<file path="src/design/pmfb_consts.vh">
`ifndef PMFB_CONSTS_VH
`define PMFB_CONSTS_VH

// Host command codes, first byte of every link transaction
`define CMD_TX_WRITE    8'h01
`define CMD_TX_GO       8'h02
`define CMD_RX_READ     8'h03
`define CMD_STATUS      8'h04
`define CMD_ED_GO       8'h05

// Frame format
`define PRE_BYTES       4
`define PRE_BYTE        8'h00
`define SFD_BYTE        8'hA7
`define FCS_BYTES       2
`define MAX_PAYLOAD     125
`define CRC_POLY_REFL   16'h8408

// Status bit positions
`define ST_TX_DONE      0
`define ST_RX_DONE      1
`define ST_ED_DONE      2

// Timing
`define CLK_PERIOD_NS   4
`define LQI_TIME_NS     64000
`define ED_TIME_NS      128000

`endif

</file>
<file path="src/design/crc16_unit.v">
`timescale 1ns/1ps
`include "pmfb_consts.vh"

module crc16_unit (
  // Clock and reset
  input  wire        clk,
  input  wire        rstn,
  // Byte stream
  input  wire        clr,
  input  wire        en,
  input  wire [7:0]  data,
  // Running check value
  output reg  [15:0] crc
);

  reg [15:0] next_crc;
  reg        fb;
  integer    i;

  // Bitwise reflected update, least significant bit first
  always @* begin
    next_crc = crc;
    fb       = 1'b0;
    for (i = 0; i < 8; i = i + 1) begin
      fb       = next_crc[0] ^ data[i];
      next_crc = {1'b0, next_crc[15:1]};
      if (fb) begin
        next_crc = next_crc ^ `CRC_POLY_REFL;
      end
    end
  end

  // Clear has priority over an update
  always @(posedge clk or negedge rstn) begin
    if (!rstn) begin
      crc <= 16'h0000;
    end else if (clr) begin
      crc <= 16'h0000;
    end else if (en) begin
      crc <= next_crc;
    end
  end

endmodule

</file>
<file path="src/design/byte_fifo.v">
`timescale 1ns/1ps

module byte_fifo #(
  parameter WIDTH = 8,
  parameter DEPTH = 8,
  parameter AW    = 3
) (
  // Clock and reset
  input  wire             clk,
  input  wire             rstn,
  // Fill side
  input  wire             in_valid,
  output wire             in_ready,
  input  wire [WIDTH-1:0] in_data,
  // Drain side
  output wire             out_valid,
  input  wire             out_ready,
  output wire [WIDTH-1:0] out_data
);

  reg [WIDTH-1:0] mem [0:DEPTH-1];
  reg [AW-1:0]    wr_ptr;
  reg [AW-1:0]    rd_ptr;
  reg [AW:0]      count;

  wire push = in_valid & in_ready;
  wire pop  = out_valid & out_ready;

  assign in_ready  = (count != DEPTH[AW:0]);
  assign out_valid = (count != {(AW+1){1'b0}});
  assign out_data  = mem[rd_ptr];

  // Storage
  always @(posedge clk) begin
    if (push) begin
      mem[wr_ptr] <= in_data;
    end
  end

  // Pointers and fill level
  always @(posedge clk or negedge rstn) begin
    if (!rstn) begin
      wr_ptr <= {AW{1'b0}};
      rd_ptr <= {AW{1'b0}};
      count  <= {(AW+1){1'b0}};
    end else begin
      if (push) begin
        wr_ptr <= wr_ptr + 1'b1;
      end
      if (pop) begin
        rd_ptr <= rd_ptr + 1'b1;
      end
      if (push & ~pop) begin
        count <= count + 1'b1;
      end else if (pop & ~push) begin
        count <= count - 1'b1;
      end
    end
  end

endmodule

</file>
<file path="src/design/packet_mode_frame_buffer.v">
`timescale 1ns/1ps
`include "pmfb_consts.vh"

module packet_mode_frame_buffer #(
  parameter LQI_CYCLES = `LQI_TIME_NS / `CLK_PERIOD_NS,
  parameter ED_CYCLES  = `ED_TIME_NS / `CLK_PERIOD_NS
) (
  // Clock and reset
  input  wire       clk,
  input  wire       rstn,
  // Host serial link
  input  wire       spi_sclk,
  input  wire       spi_cs_n,
  input  wire       spi_mosi,
  output reg        spi_miso,
  output reg        spi_miso_oe,
  output reg        irq_n,
  // Modem transmit byte stream
  output reg  [7:0] sym_data,
  output reg        sym_valid,
  input  wire       sym_ready,
  // Modem receive byte stream and measurements
  input  wire [7:0] rx_data,
  input  wire       rx_valid,
  input  wire [7:0] rx_level,
  input  wire [7:0] bb_energy
);

  localparam [31:0] LQI_SPAN = LQI_CYCLES - 1;
  localparam [31:0] ED_SPAN  = ED_CYCLES - 1;
  localparam [15:0] LQI_LAST = LQI_SPAN[15:0];
  localparam [15:0] ED_LAST  = ED_SPAN[15:0];
  localparam [6:0]  MAX_PAY  = `MAX_PAYLOAD;
  localparam [6:0]  FCS_LEN  = `FCS_BYTES;
  localparam [2:0]  PRE_LAST = `PRE_BYTES - 1;
  localparam [2:0]  PRE_FULL = `PRE_BYTES;

  localparam [2:0] T_IDLE  = 3'd0;
  localparam [2:0] T_PRE   = 3'd1;
  localparam [2:0] T_SFD   = 3'd2;
  localparam [2:0] T_LEN   = 3'd3;
  localparam [2:0] T_PAY   = 3'd4;
  localparam [2:0] T_FCSL  = 3'd5;
  localparam [2:0] T_FCSH  = 3'd6;
  localparam [2:0] T_DRAIN = 3'd7;

  localparam [2:0] R_HUNT  = 3'd0;
  localparam [2:0] R_LEN   = 3'd1;
  localparam [2:0] R_PAY   = 3'd2;
  localparam [2:0] R_FCSL  = 3'd3;
  localparam [2:0] R_FCSH  = 3'd4;

  // Pin synchronisers
  reg        sclk_m;
  reg        sclk_q;
  reg        sclk_p;
  reg        cs_m;
  reg        cs_q;
  reg        mosi_m;
  reg        mosi_q;

  // Serial link state
  reg  [2:0] bit_cnt;
  reg  [6:0] byte_idx;
  reg  [7:0] in_sr;
  reg  [7:0] cmd;
  reg  [7:0] out_sr;
  reg  [7:0] out_byte;

  // Buffers
  reg [15:0] tx_mem [0:63];
  reg [15:0] rx_mem [0:63];

  // Transmit framer
  reg  [2:0] tx_state;
  reg  [6:0] tx_cnt;
  reg  [6:0] tx_len;
  reg        push_valid;
  reg  [7:0] push_data;

  // Receive parser
  reg  [2:0] rx_state;
  reg  [2:0] pre_cnt;
  reg  [6:0] rx_cnt;
  reg  [6:0] frame_length_field;
  reg  [7:0] fcs_lo;
  reg  [6:0] rx_len;
  reg        rx_crc_ok;
  reg  [7:0] rx_lqi;

  // Measurements and status
  reg        lqi_run;
  reg [15:0] lqi_cnt;
  reg  [7:0] lqi_peak;
  reg        ed_run;
  reg [15:0] ed_cnt;
  reg [23:0] ed_acc;
  reg  [7:0] ed_value;
  reg  [2:0] stat;
  reg  [2:0] next_stat;

  wire        sel       = ~cs_q;
  wire        sclk_rise = sclk_q & ~sclk_p;
  wire        sclk_fall = ~sclk_q & sclk_p;
  wire [7:0]  in_byte   = {in_sr[6:0], mosi_q};
  wire        byte_done = sel & sclk_rise & (bit_cnt == 3'd7);
  wire        first     = (byte_idx == 7'd0);
  wire [6:0]  wr_k      = byte_idx - 7'd2;
  wire [6:0]  rd_k      = byte_idx - 7'd3;
  wire [15:0] rd_word   = rx_mem[rd_k[6:1]];
  wire [15:0] tx_word   = tx_mem[tx_cnt[6:1]];
  wire [7:0]  tx_byte   = tx_cnt[0] ? tx_word[15:8] : tx_word[7:0];

  wire tx_wr_len  = byte_done & ~first & (cmd == `CMD_TX_WRITE) & (byte_idx == 7'd1);
  wire tx_wr_byte = byte_done & (cmd == `CMD_TX_WRITE) & (byte_idx >= 7'd2) & (wr_k < MAX_PAY);
  wire tx_go      = byte_done & first & (in_byte == `CMD_TX_GO);
  wire ed_go      = byte_done & first & (in_byte == `CMD_ED_GO);
  wire stat_rd    = byte_done & (cmd == `CMD_STATUS) & (byte_idx == 7'd1);

  wire        fifo_in_ready;
  wire        fifo_out_valid;
  wire [7:0]  fifo_out_data;
  wire        push_fire = push_valid & fifo_in_ready;
  wire        fifo_take = ~sym_valid | sym_ready;
  wire [15:0] tx_crc;
  wire [15:0] rx_crc;

  wire rx_pay_fire = rx_valid & (rx_state == R_PAY);
  wire pre_done    = rx_valid & (rx_state == R_HUNT) & (rx_data == `PRE_BYTE) &
                     (pre_cnt == PRE_LAST);
  wire rx_commit   = rx_valid & (rx_state == R_FCSH);
  wire tx_finish   = (tx_state == T_DRAIN) & ~fifo_out_valid & ~sym_valid;
  wire ed_finish   = ed_run & (ed_cnt == ED_LAST);
  // Running sum including this cycle's sample, so the result spans all ED_CYCLES samples
  wire [23:0] ed_sum = ed_acc + {16'h0000, bb_energy};

  // Two-stage capture of the host pins; sclk_p only follows the second stage
  always @(posedge clk or negedge rstn) begin
    if (!rstn) begin
      sclk_m <= 1'b0;
      sclk_q <= 1'b0;
      sclk_p <= 1'b0;
      cs_m   <= 1'b1;
      cs_q   <= 1'b1;
      mosi_m <= 1'b0;
      mosi_q <= 1'b0;
    end else begin
      sclk_m <= spi_sclk;
      sclk_q <= sclk_m;
      sclk_p <= sclk_q;
      cs_m   <= spi_cs_n;
      cs_q   <= cs_m;
      mosi_m <= spi_mosi;
      mosi_q <= mosi_m;
    end
  end

  // Receive shifter, byte counter and command latch; select high ends a transaction
  always @(posedge clk or negedge rstn) begin
    if (!rstn) begin
      bit_cnt  <= 3'd0;
      byte_idx <= 7'd0;
      in_sr    <= 8'h00;
      cmd      <= 8'h00;
    end else if (!sel) begin
      bit_cnt  <= 3'd0;
      byte_idx <= 7'd0;
    end else if (sclk_rise) begin
      bit_cnt <= bit_cnt + 3'd1;
      in_sr   <= in_byte;
      if (bit_cnt == 3'd7) begin
        if (byte_idx != 7'd127) begin
          byte_idx <= byte_idx + 7'd1;
        end
        if (first) begin
          cmd <= in_byte;
        end
      end
    end
  end

  // Answer byte chosen by command and byte position
  always @* begin
    out_byte = 8'h00;
    if (cmd == `CMD_RX_READ) begin
      if (byte_idx == 7'd1) begin
        out_byte = {rx_crc_ok, rx_len};
      end else if (byte_idx == 7'd2) begin
        out_byte = rx_lqi;
      end else if (byte_idx >= 7'd3) begin
        out_byte = rd_k[0] ? rd_word[15:8] : rd_word[7:0];
      end
    end else if (cmd == `CMD_STATUS) begin
      if (byte_idx == 7'd1) begin
        out_byte = {rx_crc_ok, 4'h0, stat};
      end else if (byte_idx == 7'd2) begin
        out_byte = ed_value;
      end
    end
  end

  // Transmit shifter, changes on falling clock edges, most significant bit first
  always @(posedge clk or negedge rstn) begin
    if (!rstn) begin
      spi_miso    <= 1'b0;
      spi_miso_oe <= 1'b0;
      out_sr      <= 8'h00;
    end else begin
      spi_miso_oe <= sel;
      if (!sel) begin
        spi_miso <= 1'b0;
        out_sr   <= 8'h00;
      end else if (sclk_fall) begin
        if (bit_cnt == 3'd0) begin
          spi_miso <= out_byte[7];
          out_sr   <= {out_byte[6:0], 1'b0};
        end else begin
          spi_miso <= out_sr[7];
          out_sr   <= {out_sr[6:0], 1'b0};
        end
      end
    end
  end

  // Buffer writes: host fills transmit words, parser fills receive words
  always @(posedge clk) begin
    if (tx_wr_byte) begin
      if (wr_k[0]) begin
        tx_mem[wr_k[6:1]] <= {in_byte, tx_mem[wr_k[6:1]][7:0]};
      end else begin
        tx_mem[wr_k[6:1]] <= {tx_mem[wr_k[6:1]][15:8], in_byte};
      end
    end
    if (rx_pay_fire) begin
      if (rx_cnt[0]) begin
        rx_mem[rx_cnt[6:1]] <= {rx_data, rx_mem[rx_cnt[6:1]][7:0]};
      end else begin
        rx_mem[rx_cnt[6:1]] <= {rx_mem[rx_cnt[6:1]][15:8], rx_data};
      end
    end
  end

  // Byte offered to the output queue in each framer state except T_IDLE and T_DRAIN, which offer none
  always @* begin
    push_valid = 1'b1;
    push_data  = 8'h00;
    case (tx_state)
      T_PRE:   push_data = `PRE_BYTE;
      T_SFD:   push_data = `SFD_BYTE;
      T_LEN:   push_data = {1'b0, tx_len + FCS_LEN};
      T_PAY:   push_data = tx_byte;
      T_FCSL:  push_data = tx_crc[7:0];
      T_FCSH:  push_data = tx_crc[15:8];
      default: push_valid = 1'b0;
    endcase
  end

  // Transmit framer; a request while busy is ignored
  always @(posedge clk or negedge rstn) begin
    if (!rstn) begin
      tx_state <= T_IDLE;
      tx_cnt   <= 7'd0;
      tx_len   <= 7'd0;
    end else begin
      if (tx_wr_len && tx_state == T_IDLE) begin
        tx_len <= (in_byte > {1'b0, MAX_PAY}) ? MAX_PAY : in_byte[6:0];
      end
      case (tx_state)
        T_IDLE: begin
          tx_cnt <= 7'd0;
          if (tx_go) begin
            tx_state <= T_PRE;
          end
        end
        T_PRE: begin
          if (push_fire) begin
            tx_cnt <= tx_cnt + 7'd1;
            if (tx_cnt[2:0] == PRE_LAST) begin
              tx_cnt   <= 7'd0;
              tx_state <= T_SFD;
            end
          end
        end
        T_SFD: begin
          if (push_fire) begin
            tx_state <= T_LEN;
          end
        end
        T_LEN: begin
          if (push_fire) begin
            tx_state <= (tx_len == 7'd0) ? T_FCSL : T_PAY;
          end
        end
        T_PAY: begin
          if (push_fire) begin
            tx_cnt <= tx_cnt + 7'd1;
            if (tx_cnt == tx_len - 7'd1) begin
              tx_state <= T_FCSL;
            end
          end
        end
        T_FCSL: begin
          if (push_fire) begin
            tx_state <= T_FCSH;
          end
        end
        T_FCSH: begin
          if (push_fire) begin
            tx_state <= T_DRAIN;
          end
        end
        default: begin
          if (tx_finish) begin
            tx_state <= T_IDLE;
          end
        end
      endcase
    end
  end

  // Check sequence over transmitted payload only
  crc16_unit u_tx_crc (
    .clk  (clk),
    .rstn (rstn),
    .clr  (tx_go & (tx_state == T_IDLE)),
    .en   (push_fire & (tx_state == T_PAY)),
    .data (tx_byte),
    .crc  (tx_crc)
  );

  // Queue between framer and modem; a full queue stalls the framer
  byte_fifo #(
    .WIDTH (8),
    .DEPTH (8),
    .AW    (3)
  ) u_tx_fifo (
    .clk       (clk),
    .rstn      (rstn),
    .in_valid  (push_valid),
    .in_ready  (fifo_in_ready),
    .in_data   (push_data),
    .out_valid (fifo_out_valid),
    .out_ready (fifo_take),
    .out_data  (fifo_out_data)
  );

  // Registered output stage toward the modem
  always @(posedge clk or negedge rstn) begin
    if (!rstn) begin
      sym_valid <= 1'b0;
      sym_data  <= 8'h00;
    end else if (fifo_take) begin
      sym_valid <= fifo_out_valid;
      // Empty queue storage is never written, so keep the last byte instead
      if (fifo_out_valid) begin
        sym_data <= fifo_out_data;
      end
    end
  end

  // Receive parser
  always @(posedge clk or negedge rstn) begin
    if (!rstn) begin
      rx_state           <= R_HUNT;
      pre_cnt            <= 3'd0;
      rx_cnt             <= 7'd0;
      frame_length_field <= 7'd0;
      fcs_lo             <= 8'h00;
      rx_len             <= 7'd0;
      rx_crc_ok          <= 1'b0;
      rx_lqi             <= 8'h00;
    end else if (rx_valid) begin
      case (rx_state)
        R_HUNT: begin
          rx_cnt <= 7'd0;
          if (rx_data == `PRE_BYTE) begin
            if (pre_cnt != PRE_FULL) begin
              pre_cnt <= pre_cnt + 3'd1;
            end
          end else if (rx_data == `SFD_BYTE && pre_cnt == PRE_FULL) begin
            pre_cnt  <= 3'd0;
            rx_state <= R_LEN;
          end else begin
            pre_cnt <= 3'd0;
          end
        end
        R_LEN: begin
          frame_length_field <= rx_data[6:0];
          if (rx_data[6:0] < FCS_LEN) begin
            rx_state <= R_HUNT;
          end else if (rx_data[6:0] == FCS_LEN) begin
            rx_state <= R_FCSL;
          end else if (rx_data[6:0] > MAX_PAY + FCS_LEN) begin
            rx_state <= R_HUNT;
          end else begin
            rx_state <= R_PAY;
          end
        end
        R_PAY: begin
          rx_cnt <= rx_cnt + 7'd1;
          if (rx_cnt == frame_length_field - FCS_LEN - 7'd1) begin
            rx_state <= R_FCSL;
          end
        end
        R_FCSL: begin
          fcs_lo   <= rx_data;
          rx_state <= R_FCSH;
        end
        default: begin
          rx_len    <= frame_length_field - FCS_LEN;
          rx_crc_ok <= ({rx_data, fcs_lo} == rx_crc);
          rx_lqi    <= (lqi_run && rx_level > lqi_peak) ? rx_level : lqi_peak;
          rx_state  <= R_HUNT;
        end
      endcase
    end
  end

  // Check sequence over received payload only
  crc16_unit u_rx_crc (
    .clk  (clk),
    .rstn (rstn),
    .clr  (rx_valid & (rx_state == R_LEN)),
    .en   (rx_pay_fire),
    .data (rx_data),
    .crc  (rx_crc)
  );

  // Link quality: peak level over the window that opens after the preamble
  always @(posedge clk or negedge rstn) begin
    if (!rstn) begin
      lqi_run  <= 1'b0;
      lqi_cnt  <= 16'h0000;
      lqi_peak <= 8'h00;
    end else if (pre_done) begin
      lqi_run  <= 1'b1;
      lqi_cnt  <= 16'h0000;
      lqi_peak <= rx_level;
    end else if (lqi_run) begin
      lqi_cnt <= lqi_cnt + 16'h0001;
      if (rx_level > lqi_peak) begin
        lqi_peak <= rx_level;
      end
      if (lqi_cnt == LQI_LAST) begin
        lqi_run <= 1'b0;
      end
    end
  end

  // Energy detect: sum of baseband energy over the integration period
  always @(posedge clk or negedge rstn) begin
    if (!rstn) begin
      ed_run   <= 1'b0;
      ed_cnt   <= 16'h0000;
      ed_acc   <= 24'h00_0000;
      ed_value <= 8'h00;
    end else if (ed_go) begin
      ed_run <= 1'b1;
      ed_cnt <= 16'h0000;
      ed_acc <= 24'h00_0000;
    end else if (ed_run) begin
      ed_cnt <= ed_cnt + 16'h0001;
      ed_acc <= ed_sum;
      if (ed_finish) begin
        ed_run   <= 1'b0;
        ed_value <= ed_sum[23] ? 8'hFF : ed_sum[22:15];
      end
    end
  end

  // Sticky events; a status read clears them but a new event wins
  always @* begin
    next_stat = stat & {3{~stat_rd}};
    if (tx_finish) begin
      next_stat[`ST_TX_DONE] = 1'b1;
    end
    if (rx_commit) begin
      next_stat[`ST_RX_DONE] = 1'b1;
    end
    if (ed_finish) begin
      next_stat[`ST_ED_DONE] = 1'b1;
    end
  end

  // Status and the single interrupt line
  always @(posedge clk or negedge rstn) begin
    if (!rstn) begin
      stat  <= 3'b000;
      irq_n <= 1'b1;
    end else begin
      stat  <= next_stat;
      irq_n <= ~|next_stat;
    end
  end

endmodule

</file>
<file path="config.mk">
export PLATFORM = sky130hd
export DESIGN_NAME = packet_mode_frame_buffer
export DESIGN_NICKNAME = d
export VERILOG_FILES = /design/src/design/crc16_unit.v /design/src/design/byte_fifo.v /design/src/design/packet_mode_frame_buffer.v
export VERILOG_INCLUDE_DIRS = /design/src /design/src/design
export SDC_FILE = /design/constraint.sdc
export NUM_CORES = 2
export LEC_CHECK = 0
export ABC_AREA = 1
export BUFFER_PORTS_ARGS = -buffer_cell sky130_fd_sc_hd__buf_2
export CAP_MARGIN = 0
export CORE_MARGIN = 3
export CORE_UTILIZATION = 63
export DETAILED_ROUTE_END_ITERATION = 10
export PLACE_DENSITY = 0.83
export SYNTH_ARGS = -nofsm -noshare
export SYNTH_HDL_FRONTEND = slang
export SYNTH_HIERARCHICAL = 1
export SYNTH_SLANG_ARGS = --single-unit
</file>
<file path="constraint.sdc">
create_clock -name clk -period 4.2 [get_ports clk]
set_input_delay 0.84 -clock clk [delete_from_list [all_inputs] [get_ports clk]]
set_output_delay 0.84 -clock clk [all_outputs]
set_load 0.01 [all_outputs]
</file>
==> results_dict.tcl <==
set metrics [dict create \
    finClkSkew_ps 48.5 \
    core-area_um2 155000 \
    cts_tree "yes" \
    synth.most_common_cell "edfxtp_1" \
    wl_per_cell_um 24.4 \
    rsz0062_at_grt "false" \
    use_met1_pct 43.4 \
    path_cells "inv_2 -> ha_4 -> inv_8 -> buf_12 -> nor2_1 -> o21ai_0 -> nand3_1 -> nand3_1 -> nand3_1 -> nand2_1 -> nand2_1 -> nand3_1 -> nand3_1 -> nand2_1 -> nand2_1 -> nand2_1 -> nand2_1 -> nand2_1 -> nand2_1 -> nand2_1" \
    start_kind "register" \
    syn-cell-area_um2 98900 \
    yosys.cell_types.count 53 \
    critical_path_class "register to register" \
    crit_top_cell "nand2_1" \
    grt_antenna_before_repair 3 \
    wirelength_um 273000 \
    grt_overflow_total 0 \
    drive_gt1_share_pct 7.71 \
    rows 144 \
    syn_nets 9010 \
    hold_class "input port to async pin" \
    cp-end-kind "register" \
    power.total_mw 60.0 \
    tns_ps 0 \
    drc 0 \
    cp_data_required_time_ps 4920 \
    grt_pass1_vias 69450 \
    die_area_um2 162000 \
    grt_use_total_pct 33.3 \
    area_growth_pct 10.8 \
    ir_drop_mv 0.495 \
    start_util_pct 63.8 \
    multi_input_area_um2 25900 \
    worst_pin_slew_ps 1080 \
    viasPerCell 6.40 \
    async_flop_share_pct 9.86 \
    ys_ff_latch 2343 \
    ys_seq_area_share_pct 70.0 \
    ioPinCount 43 \
    hold_violations 0 \
    via_count 71608 \
    setup_violations 0 \
    numCtsBuffers 221 \
    status "finished, final reports clean" \
    place_congestion 0.955 \
    die_x_um 402 \
    postSynthCellCount 8930 \
    grt_max_degree 152 \
    nNetsFinal 9033 \
    clock-sinks 2343 \
    final_max_slew_viol_count 0 \
    max_stage_delay_ps 560 \
    crit_fanout 66 \
    synth.top_cells.by_count "edfxtp_1 (2112), nor2_1 (1746), nand2_1 (1362)" \
    fin_crit_ps 3980 \
    ant_nets 0 \
    drv_cap 0 \
    synth_area_leader_cell "edfxtp_1" \
    synth_area_leaders "edfxtp_1 (64%), nor2_1 (6.6%), dfrtp_1 (5.8%)" \
    synth_edf_count 2112 \
    clk_latency_ps 860 \
    ctsRootBufferMaster "clkbuf_16" \
    grt_util_met3_pct 6.35 \
    ys.flop_type "edfxtp_1" \
    post_cts_buffers 0 \
    yosys_warnings 6 \
    slew_headroom_pct 27.1 \
    cpMaxStageDelayCell "dfrtp_1" \
    antennaDiodeCount 0 \
    clock.fmax_ghz 0.251 \
    critical_path_arrival_ps 4700 \
    ctsHoldBuffers 0 \
    dieHeight_um 402 \
    ctsResizeCount 0 \
    io_buffer_count 42 \
    grt_first_pass_wirelength_um 413000 \
    p_per_area_nw_per_um2 548 \
    regArea_um2 69200 \
    synth_top_area_share_pct 64.1 \
    use_met2_pct 53.6 \
    syn_avg_cell_area_um2 11.1 \
    clockBufferDepth 3 \
    drt_iter0_markers 12185 \
    min_period_over_period_pct 94.7 \
    busiest_layer "met2" \
    fillers 9978 \
    dpl.hpwl_um 166000 \
    leakagePower_nw 39.8 \
    dr.pass1.iters 10 \
    path_clk_slew_ps 60 \
    cts_max_level 4 \
]
## worst max-delay path, delay by kind of cell (launching register included)
kind            cells  cell delay [ps]
compound gates      1              110
fa+ha+maj           1              550
buf+inv             3              650
flops               1              560
simple gates       15             1910
## kinds of logic after synthesis
logic type / Yosys count / share of synthesized area [%]
AND/OR/NAND/NOR: 3960 / 16.3
XOR/XNOR: 65 / 0.606
flip-flops: 2343 / 70.0
AO/OA/AOI/OAI: 1519 / 8.47
buffers and inverters: 986 / 3.92
adder cells (fa/ha/maj): 49 / 0.635
multiplexers: 8 / 0.0911
## power by group
part / internal, mW / total, mW / switching [mW]
Sequential: 26.7 / 27.6 / 0.923
Clock: 11.6 / 20.2 / 8.67
Combinational: 3.30 / 12.2 / 8.88
## registers in the layout, summed over array words and instances, names as in the netlist, 4 cells and up
register            flops
byte_idx                7
in_sr                   7
rx_lqi                  8
fcs_lo                  8
sym_data                8
tx_cnt                  7
rx_len                  7
tx_mem               1024
lqi_peak                8
u_tx_fifo/mem          64
ed_acc                 24
cmd                     8
u_rx_crc/crc           16
frame_length_field      7
u_tx_crc/crc           16
rx_mem               1024
lqi_cnt                16
ed_cnt                 16
rx_cnt                  7
u_tx_fifo/count         4
ed_value                8
tx_len                  7
out_sr                  7
## cell type report
type / instances / share of cell area, %
Multi-Input combinational cell: 5601 / 23.6
Clock buffer: 279 / 5.41
Timing Repair Buffer: 295 / 2.44
Tap cell: 2044 / 2.33
Inverter: 491 / 1.70
Clock inverter: 139 / 1.30
Sequential cell: 2343 / 63.2
## final timing paths
check                                               end  slack (ps)  cells after the start                     from
worst min-delay path            lqi_peak[7]$_DFFE_PN0P_         100                      1                     rstn
max in group asynchronous               irq_n$_DFF_PN1_        3130                      2                     rstn
worst max-delay path              out_sr[7]$_DFFE_PN0P_         220                     20  byte_idx[1]$_DFFE_PN0P_
min in group clk                         cs_m$_DFF_PN1_         110                      1                 spi_cs_n
worst max register to register    out_sr[7]$_DFFE_PN0P_         220                     20  byte_idx[1]$_DFFE_PN0P_
worst min register to register         sclk_q$_DFF_PN0_         350                      0         sclk_m$_DFF_PN0_
## placed cells by master, fill, tap and decap left out, drive strengths merged, types with 79 or more instances in the layout
cell / Yosys / routed
nor2: 1758 / 1758
nand2: 1369 / 1369
a21oi: 79 / 79
o22ai: 163 / 163
clkbuf: 340 / 279
buf: 155 / 295
o21ai: 1093 / 1093
nand3: 680 / 680
clkinv: 6 / 104
inv: 485 / 493
dfrtp: 228 / 228
edfxtp: 2112 / 2112
## per-stage QoR
stage | setup slack (ps) | std cells | hold WS [ps] | util [%] | cell area [um2]
2_1_floorplan | 790 | 8930 | 331 | - | 98900
3_3_place_gp | 517 | 10774 | 338 | 66.0 | 102000
3_5_place_dp | 467 | 10774 | 342 | 66.0 | 102000
5_1_grt | 55.0 | 11192 | 68.5 | 70.7 | 110000
4_1_cts | 428 | 11192 | 55.9 | 70.7 | 110000
6_report | 221 | 11192 | 101 | 70.7 | 110000
## routing by layer
layer | vias to the layer above | share of wire, %
met4 | 2 | 6.2
met1 | 34159 | 35
met2 | 5304 | 47
met5 | - | 0.0048
met3 | 905 | 11
li1 | 31238 | -
Note: power is estimated with default switching activity, not from simulation.
